## src/rtl/qrd_pkg.sv

```systemverilog
// package: qos rate and dscp priority register constants and carriers
`default_nettype none
package qrd_pkg;

  // ----------------------------------------------------------------
  // register indices (byte address is four times the index)
  // ----------------------------------------------------------------
  localparam logic [7:0] IDX_RATE_TAG_CTRL = 8'h87;
  localparam logic [7:0] IDX_REVISION      = 8'h89;
  localparam logic [7:0] IDX_MAP_0         = 8'h90;
  localparam logic [7:0] IDX_MAP_1         = 8'h91;
  localparam logic [7:0] IDX_MAP_2         = 8'h92;
  localparam logic [7:0] IDX_MAP_LAST      = 8'h9F;
  localparam int         MAP_BYTES         = 16;
  localparam int         MAP_BITS          = 128;

  // ----------------------------------------------------------------
  // fields of rate_limit_and_tag_control and revision_identification
  // ----------------------------------------------------------------
  localparam int         POS_PERIOD_SEL    = 4;
  localparam int         POS_QUEUE_EGRESS  = 3;
  localparam int         POS_SRC_TAG_SEL   = 2;
  localparam int         POS_REVISION      = 4;
  localparam logic [1:0] RST_PERIOD_SEL    = 2'h1;
  localparam logic       RST_QUEUE_EGRESS  = 1'h0;
  localparam logic       RST_SRC_TAG_SEL   = 1'h0;
  localparam logic [1:0] RST_PRIORITY      = 2'h0;
  localparam logic [1:0] PERIOD_SEL_16     = 2'h0;
  localparam logic [1:0] PERIOD_SEL_64     = 2'h1;

  // ----------------------------------------------------------------
  // timing
  // ----------------------------------------------------------------
  localparam int          CLK_PERIOD_NS    = 8;
  localparam int          MS_NS            = 1000000;
  localparam int          MS_CYCLES_INT    = MS_NS / CLK_PERIOD_NS;
  localparam logic [16:0] MS_CYCLES        = 17'(MS_CYCLES_INT);
  localparam logic [8:0]  PERIOD_16_MS     = 9'h010;
  localparam logic [8:0]  PERIOD_64_MS     = 9'h040;
  localparam logic [8:0]  PERIOD_256_MS    = 9'h100;
  localparam int          NUM_PORTS        = 4;

  // ----------------------------------------------------------------
  // carriers
  // ----------------------------------------------------------------
  typedef struct packed {
    logic       valid;
    logic       is_ipv4;
    logic       is_ipv6;
    logic [7:0] tos;
  } qrd_frame_t;

  typedef struct packed {
    logic       valid;
    logic       from_tos;
    logic [1:0] prio;
  } qrd_prio_t;

  typedef struct packed {
    logic                 valid;
    logic [1:0]           src_port;
    logic [NUM_PORTS-1:0] ctrl8_insert;
    logic                 ctrl0_insert;
  } qrd_tag_req_t;

endpackage
`default_nettype wire

```

## src/rtl/qrd_regs.sv

```systemverilog
// module: qos rate and dscp priority register bank with its lookups
//
// Design decision made here: the Wishbone interface to the registers.
`default_nettype none

// Behaviour
// (RULE_01) window code 00/01/1x gives 16/64/256 ms
// (RULE_02) queue egress bit picks port or queue
// (RULE_03) bit set: per source-port tag via ctrl8
// (RULE_04) bit clear: tag per port ctrl0 bit2
// (RULE_05) revision in upper nibble, lower reads zero
// (RULE_06) tos top six bits pick priority entry
// (RULE_07) ipv4 and ipv6 use bits 7:2
// (RULE_08) map 0 holds codes 00-03 ascending
// (RULE_09) 0x91 holds 04-07, 0x92 from 08
// (RULE_10) every entry read/write, resets to 00
// (RULE_11) map bytes consecutive, 0x1F tops 0x97
// (RULE_12) non-ip frames bypass tos lookup
module qrd_regs #(
  parameter logic [16:0] CYCLES_PER_MS    = qrd_pkg::MS_CYCLES,
  parameter logic [3:0]  SILICON_REVISION = 4'h1  // arbitrary value
) (
  // clock and reset
  input  wire logic                ref_clk,
  input  wire logic                rst_b,
  // wishbone slave
  input  wire logic                wb_cyc_i,
  input  wire logic                wb_stb_i,
  input  wire logic                wb_we_i,
  input  wire logic [9:2]          wb_adr_i,
  input  wire logic [3:0]          wb_sel_i,
  input  wire logic [31:0]         wb_dat_i,
  output logic      [31:0]         wb_dat_o,
  output logic                     wb_ack_o,
  // rate limit controls
  output logic      [1:0]          ingress_period_sel,
  output logic                     ingress_period_tick,
  output logic                     egress_queue_mode,
  // tag insertion query
  input  wire qrd_pkg::qrd_tag_req_t tag_req,
  output logic                     tag_valid,
  output logic                     tag_insert,
  // frame classification
  input  wire qrd_pkg::qrd_frame_t frame_in,
  output qrd_pkg::qrd_prio_t       prio_out
);

  // ----------------------------------------------------------------
  // state
  // ----------------------------------------------------------------
  typedef struct packed {
    logic                          ack;
    logic [31:0]                   rdata;
    logic [1:0]                    period_sel;
    logic                          queue_egress;
    logic                          src_tag_sel;
    logic [qrd_pkg::MAP_BITS-1:0]  map;
    logic [16:0]                   ms_cnt;
    logic [8:0]                    win_cnt;
    logic                          period_tick;
    qrd_pkg::qrd_prio_t            prio;
    logic                          tag_valid;
    logic                          tag_insert;
  } qrd_state_t;

  qrd_state_t s;
  qrd_state_t next_s;

  // ----------------------------------------------------------------
  // register read mux
  // ----------------------------------------------------------------
  function automatic logic [7:0] qrd_read(input qrd_state_t st, input logic [7:0] idx);
    logic [7:0] val;
    val = 8'h00;
    if (idx == qrd_pkg::IDX_RATE_TAG_CTRL) begin
      val[qrd_pkg::POS_PERIOD_SEL +: 2]  = st.period_sel;
      val[qrd_pkg::POS_QUEUE_EGRESS]     = st.queue_egress;
      val[qrd_pkg::POS_SRC_TAG_SEL]      = st.src_tag_sel;
    end else if (idx == qrd_pkg::IDX_REVISION) begin
      val[qrd_pkg::POS_REVISION +: 4]    = SILICON_REVISION; // [RULE_05]
    end else if (idx >= qrd_pkg::IDX_MAP_0 && idx <= qrd_pkg::IDX_MAP_LAST) begin
      val = st.map[{idx[3:0], 3'h0} +: 8]; // [RULE_10] [RULE_11]
    end
    return val;
  endfunction

  // ----------------------------------------------------------------
  // window length from the period code
  // ----------------------------------------------------------------
  function automatic logic [8:0] qrd_window(input logic [1:0] sel);
    logic [8:0] len;
    if (sel == qrd_pkg::PERIOD_SEL_16) begin
      len = qrd_pkg::PERIOD_16_MS;
    end else if (sel == qrd_pkg::PERIOD_SEL_64) begin
      len = qrd_pkg::PERIOD_64_MS;
    end else begin
      len = qrd_pkg::PERIOD_256_MS;
    end
    return len;
  endfunction

  // ----------------------------------------------------------------
  // table sizes
  // ----------------------------------------------------------------
  localparam int N_CODES = qrd_pkg::MAP_BITS / 2;

  // ----------------------------------------------------------------
  // bus decode
  // ----------------------------------------------------------------
  logic [7:0] bus_idx;
  logic       bus_busy;
  logic       bus_req;
  logic       hit_ctrl;
  logic       hit_map;
  logic       wr_low;
  logic       ctrl_wr;
  logic       map_wr;
  logic [3:0] map_byte;
  logic [6:0] map_wr_bit;

  assign bus_idx    = wb_adr_i;
  assign bus_busy   = wb_cyc_i && wb_stb_i;
  assign bus_req    = bus_busy && !s.ack;
  assign hit_ctrl   = bus_idx == qrd_pkg::IDX_RATE_TAG_CTRL;
  assign hit_map    = bus_idx >= qrd_pkg::IDX_MAP_0 && bus_idx <= qrd_pkg::IDX_MAP_LAST;
  assign wr_low     = bus_req && wb_we_i && wb_sel_i[0];
  assign ctrl_wr    = wr_low && hit_ctrl;
  assign map_wr     = wr_low && hit_map;
  assign map_byte   = bus_idx[3:0];
  assign map_wr_bit = {map_byte, 3'h0};

  // ----------------------------------------------------------------
  // write data fields of the control byte
  // ----------------------------------------------------------------
  logic [1:0] wr_period_sel;
  logic       wr_queue_egress;
  logic       wr_src_tag_sel;

  assign wr_period_sel   = wb_dat_i[qrd_pkg::POS_PERIOD_SEL +: 2];
  assign wr_queue_egress = wb_dat_i[qrd_pkg::POS_QUEUE_EGRESS];
  assign wr_src_tag_sel  = wb_dat_i[qrd_pkg::POS_SRC_TAG_SEL];

  // ----------------------------------------------------------------
  // read data
  // ----------------------------------------------------------------
  logic [31:0] rd_word;

  assign rd_word = {24'h000000, qrd_read(s, bus_idx)};

  // ----------------------------------------------------------------
  // window counters
  // ----------------------------------------------------------------
  logic [8:0]  win_len;
  logic        ms_wrap;
  logic        win_wrap;
  logic [16:0] ms_cnt_inc;
  logic [8:0]  win_cnt_inc;

  assign win_len     = qrd_window(s.period_sel); // [RULE_01]
  assign ms_wrap     = s.ms_cnt >= CYCLES_PER_MS - 17'h00001;
  assign win_wrap    = s.win_cnt >= win_len - 9'h001;
  assign ms_cnt_inc  = s.ms_cnt + 17'h00001;
  assign win_cnt_inc = s.win_cnt + 9'h001;

  // ----------------------------------------------------------------
  // priority table, one entry per code point
  // ----------------------------------------------------------------
  logic [1:0] entry [N_CODES];
  logic [5:0] code_point;
  logic       frame_is_ip;
  logic       lookup_hit;
  logic [1:0] map_entry;

  for (genvar g = 0; g < N_CODES; g++) begin : g_entry
    assign entry[g] = s.map[2 * g +: 2]; // [RULE_08] [RULE_09] [RULE_11]
  end

  assign code_point  = frame_in.tos[7:2]; // [RULE_07]
  assign frame_is_ip = frame_in.is_ipv4 || frame_in.is_ipv6; // [RULE_12]
  assign lookup_hit  = frame_in.valid && frame_is_ip;
  assign map_entry   = entry[code_point]; // [RULE_06]

  // ----------------------------------------------------------------
  // tag decision inputs
  // ----------------------------------------------------------------
  logic [qrd_pkg::NUM_PORTS-1:0] src_hot;
  logic                          tag_src_bit;
  logic                          tag_by_src;

  for (genvar p = 0; p < qrd_pkg::NUM_PORTS; p++) begin : g_src
    assign src_hot[p] = tag_req.src_port == 2'(p);
  end

  assign tag_src_bit = |(src_hot & tag_req.ctrl8_insert); // [RULE_03]
  assign tag_by_src  = s.src_tag_sel;

  // ----------------------------------------------------------------
  // next state
  // ----------------------------------------------------------------
  always_comb begin
    next_s             = s;
    next_s.ack         = 1'b0;
    next_s.period_tick = 1'b0;
    next_s.prio        = '0;
    next_s.tag_valid   = 1'b0;
    next_s.tag_insert  = 1'b0;

    // ----------------------------------------------------------------
    // bus access: answer one cycle after the request
    // ----------------------------------------------------------------
    if (bus_req) begin
      next_s.ack   = 1'b1;
      next_s.rdata = rd_word;
    end else if (!bus_busy) begin
      next_s.rdata = 32'h00000000;
    end
    if (ctrl_wr) begin
      next_s.period_sel   = wr_period_sel;
      next_s.queue_egress = wr_queue_egress; // [RULE_02]
      next_s.src_tag_sel  = wr_src_tag_sel;
    end
    if (map_wr) begin
      next_s.map[map_wr_bit +: 8] = wb_dat_i[7:0]; // [RULE_08] [RULE_09] [RULE_10]
    end

    // ----------------------------------------------------------------
    // ingress window: 1 ms prescaler, then window count
    // ----------------------------------------------------------------
    if (ms_wrap) begin
      next_s.ms_cnt = 17'h00000;
      if (win_wrap) begin // [RULE_01]
        next_s.win_cnt     = 9'h000;
        next_s.period_tick = 1'b1;
      end else begin
        next_s.win_cnt = win_cnt_inc;
      end
    end else begin
      next_s.ms_cnt = ms_cnt_inc;
    end

    // ----------------------------------------------------------------
    // tos priority lookup, one cycle latency
    // ----------------------------------------------------------------
    if (frame_in.valid) begin
      next_s.prio.valid = 1'b1;
    end
    if (lookup_hit) begin // [RULE_12]
      next_s.prio.from_tos = 1'b1;
      next_s.prio.prio     = map_entry; // [RULE_06] [RULE_07]
    end

    // ----------------------------------------------------------------
    // tag insertion decision, one cycle latency
    // ----------------------------------------------------------------
    if (tag_req.valid) begin
      next_s.tag_valid = 1'b1;
      if (tag_by_src) begin
        next_s.tag_insert = tag_src_bit; // [RULE_03]
      end else begin
        next_s.tag_insert = tag_req.ctrl0_insert; // [RULE_04]
      end
    end

    // ----------------------------------------------------------------
    // synchronous reset
    // ----------------------------------------------------------------
    if (!rst_b) begin
      next_s.ack          = 1'b0;
      next_s.rdata        = 32'h00000000;
      next_s.period_sel   = qrd_pkg::RST_PERIOD_SEL; // [RULE_01]
      next_s.queue_egress = qrd_pkg::RST_QUEUE_EGRESS; // [RULE_02]
      next_s.src_tag_sel  = qrd_pkg::RST_SRC_TAG_SEL; // [RULE_04]
      next_s.map          = {qrd_pkg::MAP_BYTES * 4{qrd_pkg::RST_PRIORITY}}; // [RULE_10]
      next_s.ms_cnt       = 17'h00000;
      next_s.win_cnt      = 9'h000;
      next_s.period_tick  = 1'b0;
      next_s.prio         = '0;
      next_s.tag_valid    = 1'b0;
      next_s.tag_insert   = 1'b0;
    end
  end

  // ----------------------------------------------------------------
  // state register
  // ----------------------------------------------------------------
  always_ff @(posedge ref_clk) begin
    s <= next_s;
  end

  // ----------------------------------------------------------------
  // outputs
  // ----------------------------------------------------------------
  assign wb_ack_o            = s.ack;
  assign wb_dat_o            = s.rdata;
  assign ingress_period_sel  = s.period_sel;
  assign ingress_period_tick = s.period_tick;
  assign egress_queue_mode   = s.queue_egress; // [RULE_02]
  assign tag_valid           = s.tag_valid;
  assign tag_insert          = s.tag_insert;
  assign prio_out            = s.prio;

endmodule
`default_nettype wire

```

## config.mk

```make
export PLATFORM = sky130hd
export DESIGN_NAME = qrd_regs
export DESIGN_NICKNAME = d
export VERILOG_FILES = /design/src/rtl/qrd_pkg.sv /design/src/rtl/qrd_regs.sv
export SDC_FILE = /design/constraint.sdc
export NUM_CORES = 1
export LEC_CHECK = 0
export BUFFER_PORTS_ARGS = -buffer_cell sky130_fd_sc_hd__buf_2
export CORE_ASPECT_RATIO = 1.25
export CORE_MARGIN = 4
export CORE_UTILIZATION = 34
export DETAILED_ROUTE_END_ITERATION = 6
export SETUP_SLACK_MARGIN = 0.5
export SYNTH_ARGS = -nofsm -noshare
export SYNTH_HDL_FRONTEND = slang
export SYNTH_SLANG_ARGS = --single-unit
```

## constraint.sdc

```tcl
create_clock -name ref_clk -period 6.55 [get_ports ref_clk]
set_input_delay 0 -clock ref_clk [delete_from_list [all_inputs] [get_ports ref_clk]]
set_output_delay 0 -clock ref_clk [all_outputs]
set_load 0.005 [all_outputs]
```

Yosys cells after proc, flatten, opt, wreduce, memory -nomap -nowiden:

Cells that the tools add are included.

* output and inout port bits: 43
* word-level logic and storage cells: 74
* bits of input ports: 68
* bits in registers: 174

* add/subtract/negate cells: 4
* magnitude comparators: 5
* reductions and logical operators: 17
* shifts and indexed selects: 3
* bitwise logic cells: 3
* multiplexer cells: 21
* equality and inequality tests: 7

Operators with widths (count)
* $bwmux W128: 1
* $shift A8 B9 Y128 const A: 1
* $shiftx A128 B8 Y8: 1
* $shiftx A8 B9 Y128: 1
* $mux W9: 3
* $mux W8: 3
* $add A17 B1 Y17 const B: 1
* $ge A17 B17 Y1 const B: 1
* $eq A8 B8 Y1 const B: 2
* $bmux W2 S6: 1
* $mux W4: 3
* $mux W2: 5
* $add A9 B1 Y9 const B: 1
* $ge A9 B9 Y1: 1
* $neg A7 Y9: 1
* $sub A9 B1 Y9 const B: 1
* $ge A8 B8 Y1 const B: 1
* $le A8 B8 Y1 const B: 1
* $logic_and A1 B1 Y1: 8
* $ge A7 B7 Y1 const B: 1
* $not A6 Y7: 1
* $reduce_and A2 Y1: 3
* $and A4 B4 Y4: 1
* $eq A2 B1 Y1 const B: 2
* other kinds (10): 15

Longest topological paths before layout:

* depth after elaboration: 6
* mapped depth: 9
* gate-level depth less buffers: 7

Worst setup path after synthesis:

Ideal clock, no wire load.

* kind: in2reg
* start point: input port wb_adr_i[3] (netlist bit)
* end point: register s (netlist bit entry[88])
* path buffers: 2
* required time: 6433 ps
* library setup time: 117 ps
* slack: 4134 ps
* stages: 9
* arrival: 2299 ps
* path through: buf_2 buf_1 inv_1 ha_1 xor2_1 nor4_4 nand3_2 mux2i_1 nor2b_1

* longest elaborated chain between the ends: 3
* elaborated cells between the ends (all ways): 8
* classes of those cells: add/sub: 1; order compare: 2; shift: 2; mux: 1; reduce/logical: 2

Ends and longest elaborated chain
* start, declared: line qrd_regs.sv:30 `input wire logic [9:2] wb_adr_i,`
* $neg A7 Y9 (tied with other cells): line qrd_regs.sv:223 `next_s.map[map_wr_bit +: 8] = wb_dat_i[7:0];`
* $shiftx A8 B9 Y128 (tied with other cells): line qrd_regs.sv:223
* $bwmux W128 or $logic_and A1 B1 Y1 (tied branches): line qrd_regs.sv:223, qrd_regs.sv:128
* end signal, assigned: line qrd_regs.sv:287 `s <= next_s;`
* end, declared: line qrd_regs.sv:66 `qrd_state_t s;`

Several ways; a longest one is shown, not always the timed one.
A chain may end at the register's enable or synchronous reset.

Final worst setup path:

* start point: input port wb_adr_i[3] (netlist bit)
* end point: register s (netlist bit entry[25])

Same word-level chain as after synthesis.

==> metrics.cfg <==
[cts]
cts-root-buf = clkbuf_16
clk_latency_ps = 440
cts_setup_buffers = 0
clk_pin_slew_ps = 70
h-tree-depth = 4
cts_tree = yes
numClockSinks = 174
clk_path_buf_depth = 2
cts_made_buffers = 17

[yosys]
synth_warnings = 0
yosysSeqAreaShare_pct = 35.6
synth_area_um2 = 9790
async_reset_ff_share_pct = 0
ys_types = 58
synth_edf_count = 0
syn_inst = 926
synthFlopType = dfxtp_1
ys_ff_latch = 174
syn_area_per_cell_um2 = 10.6

[critical_path]
setup.worst_path.end_class = register
reg2reg_from = ingress_period_sel[1]
crit_fanout = 33
reg2reg_slack_ps = 4350
crit_type = primary input to register
reg2reg_depth = 7
startpoint_type = primary input
cp.required_ps = 6880
cp_data_arrival_time_ps = 3190
reg2reg_to = s[13]

[floorplanning]
die_area_um2 = 31600
pin_count = 111
fp-row-count = 69
core_area_um2 = 28400
die_y_um = 198
die_x_um = 160
floorplan.initialDensity_pct = 34.5

[drt]
drtIter0Drc = 421
drt-pass1-iter-count = 5
wirelength_um = 25900
avgViaCountPerCell = 5.29
wl_per_cell_um = 19.6
drtAntennaViolNets = 0
vias = 6982
drc = 0

[min_path]
min_from = wb_dat_i[6]
hold_path_depth = 3
min-delay-path-class = primary input to register
min_to = entry[88]

[pwr]
p_leak_nw = 4.63
design_power_total_mw = 2.27
pwr_density_cell_nw_per_um2 = 208
max-vdd-ir-drop_mv = 0.189

[sta]
setup_viol = 0
fin_skew_ps = 10.6
hold_viol = 0
rsz0062_at_grt = false
setup_tns_ps = 0
min_period_over_period_pct = 43.5
fin_crit_ps = 2850
hold-worst-slack_ps = 13.9
fmax_mhz = 351
drv_slew = 0
slew_headroom_pct = 22.4
tightest_slew_ps = 1160

[global_routing]
grt_remaining_overflow = 0
grt_max_degree = 132
grt_pass1_vias = 6985
antenna_found_initial = 1
grt_use_total_pct = 16.6
grt_pass1_wl_um = 41000

[place]
hpwlAfterDp_um = 18100
portBuffers = 57
place_congestion = 0.853

[layout]
nets = 1032
drive_above_1_share_pct = 18.9
syn2layout_area_growth_pct = 11.2
n_fill_cell = 2756

[outcome]
status = finished clean

[job]
maxCapViolations = 0

[sequential cells by signal (all words and copies together), names as in the netlist]
register             cells
prio_out                 4
ingress_period_sel       2
egress_queue_mode        1
s                       26
wb_ack_o                 1
tag_valid                1
entry                  128
wb_dat_o                 8
ingress_period_tick      1
tag_insert               1
tag_by_src               1
[placed cells by master, fill, tap and decap left out, types with 4 or more instances in the layout]
cell type and instances:
xor2_1 4, nand3b_1 4, mux4_2 64, mux2i_1 148
xnor2_1 11, dlygate4sd3_1 15, dfxtp_1 174, ha_1 12
or3_1 6, and2_1 36, and3_1 18, inv_1 18
buf_2 56, nand3_1 17, conb_1 25, o21ai_0 9
a221oi_1 5, nand3_2 15, nand2_1 27, a21oi_1 15
nor2_1 35, a22o_1 4, buf_4 6, nor2b_1 136
clkbuf_16 17, a31oi_1 5, nor3_1 14, nand4_1 8
[power by group]
part           total, mW  internal [mW]  switching [mW]  leakage, nW
Combinational      0.179         0.0689           0.110         2.95
Sequential          1.06           1.06         0.00282         1.40
Clock               1.02          0.590           0.433        0.279
Total               2.27           1.72           0.546         4.63
[critical path, cell delays in order]
cell and delay (ps):
buf_2 680, inv_1 270, ha_1 330, xor2_2 320, nor4_4 730, nand3_2 500, mux2i_1 280, nor2b_1 60
[Yosys cell counts, types with 2 or more instances]
master	count	area (um^2)
a211oi_1	2	15.0
a21oi_1	15	75.1
a221oi_1	5	43.8
a22o_1	4	35.0
a31oi_1	5	31.3
and2_1	36	225
and3_1	18	113
and4_1	2	17.5
buf_1	2	7.51
buf_2	12	60.1
buf_4	38	285
clkbuf_1	40	150
conb_1	2	7.51
dfxtp_1	174	3480
ha_1	12	150
inv_1	18	67.6
mux2_2	3	33.8
mux2i_1	148	1480
mux4_2	64	1440
nand2_1	27	101
nand2b_1	2	12.5
nand3_1	17	85.1
nand3_2	15	150
nand3b_1	4	30.0
nand4_1	8	50.1
nor2_1	35	131
nor2b_1	136	851
nor3_1	14	70.1
nor3_2	2	20.0
nor3b_1	2	15.0
nor4_1	3	18.8
nor4_4	2	42.5
o211ai_1	2	15.0
o21ai_0	9	45.0
o221ai_1	3	26.3
o311ai_0	2	17.5
o31ai_1	2	15.0
or3_1	6	37.5
or4_1	2	15.0
xnor2_1	11	96.3
xor2_1	5	43.8
[cells by family (layout without fill, tap and decap cells)]
group	Yosys count	count (layout)	share of synthesized area (%)
XOR/XNOR	18	18	1.76
other	2	26	0.0767
AO/OA/AOI/OAI	60	60	4.36
flip-flops	174	174	35.6
adder cells (fa/ha/maj)	12	12	1.53
buffers and inverters	111	126	5.88
multiplexers	215	215	30.2
AND/OR/NAND/NOR	334	334	20.6
[how the worst max path moves through the flow]
stage / startpoint / cells past startpoint / slack (ps) / to
CTS: wb_adr_i[2] / 9 / 3670 / entry[26]
floorplan: wb_adr_i[3] / 9 / 4130 / entry[88]
detailed placement: wb_adr_i[2] / 9 / 3220 / entry[25]
global route: wb_adr_i[2] / 9 / 3460 / entry[26]
finish: wb_adr_i[3] / 8 / 3700 / entry[25]
global placement: wb_adr_i[2] / 9 / 3270 / entry[24]
[per-stage QoR]
step / area (um^2) / setup slack (ps) / instances / util (%)
3_5_place_dp: 10100 / 3220 / 1273 / 35.7
2_1_floorplan: 9880 / 4130 / 949 / -
4_1_cts: 10900 / 3670 / 1319 / 38.3
6_report: 10900 / 3700 / 1320 / 38.3
5_1_grt: 10900 / 3460 / 1319 / 38.3
3_3_place_gp: 10100 / 3270 / 1273 / 35.7
[what timing repair did]
item,in CTS,in global routing
hold buffers,15,0
resized for setup,0,0
hold endpoints to repair,28,0
[routing by layer]
layer	track usage (%)	wire length, um	vias up
met4	7.49	838	2
li1	-	-	3315
met3	3.64	1360	54
met1	21.2	11400	3400
met5	0	13	-
met2	27.2	12200	211
[cell type report]
cell class	count	area [um^2]	share of cell area (%)
diodes	1	2.50	0.0230
clock buffers	22	474	4.36
clock inverters	9	110	1.01
inverters	18	67.6	0.621
multi-input cells	664	5830	53.5
flip-flops and latches	174	3480	32.0
well taps	355	444	4.08
repair buffers	77	475	4.37
Note: power is estimated with default switching activity, not from simulation.
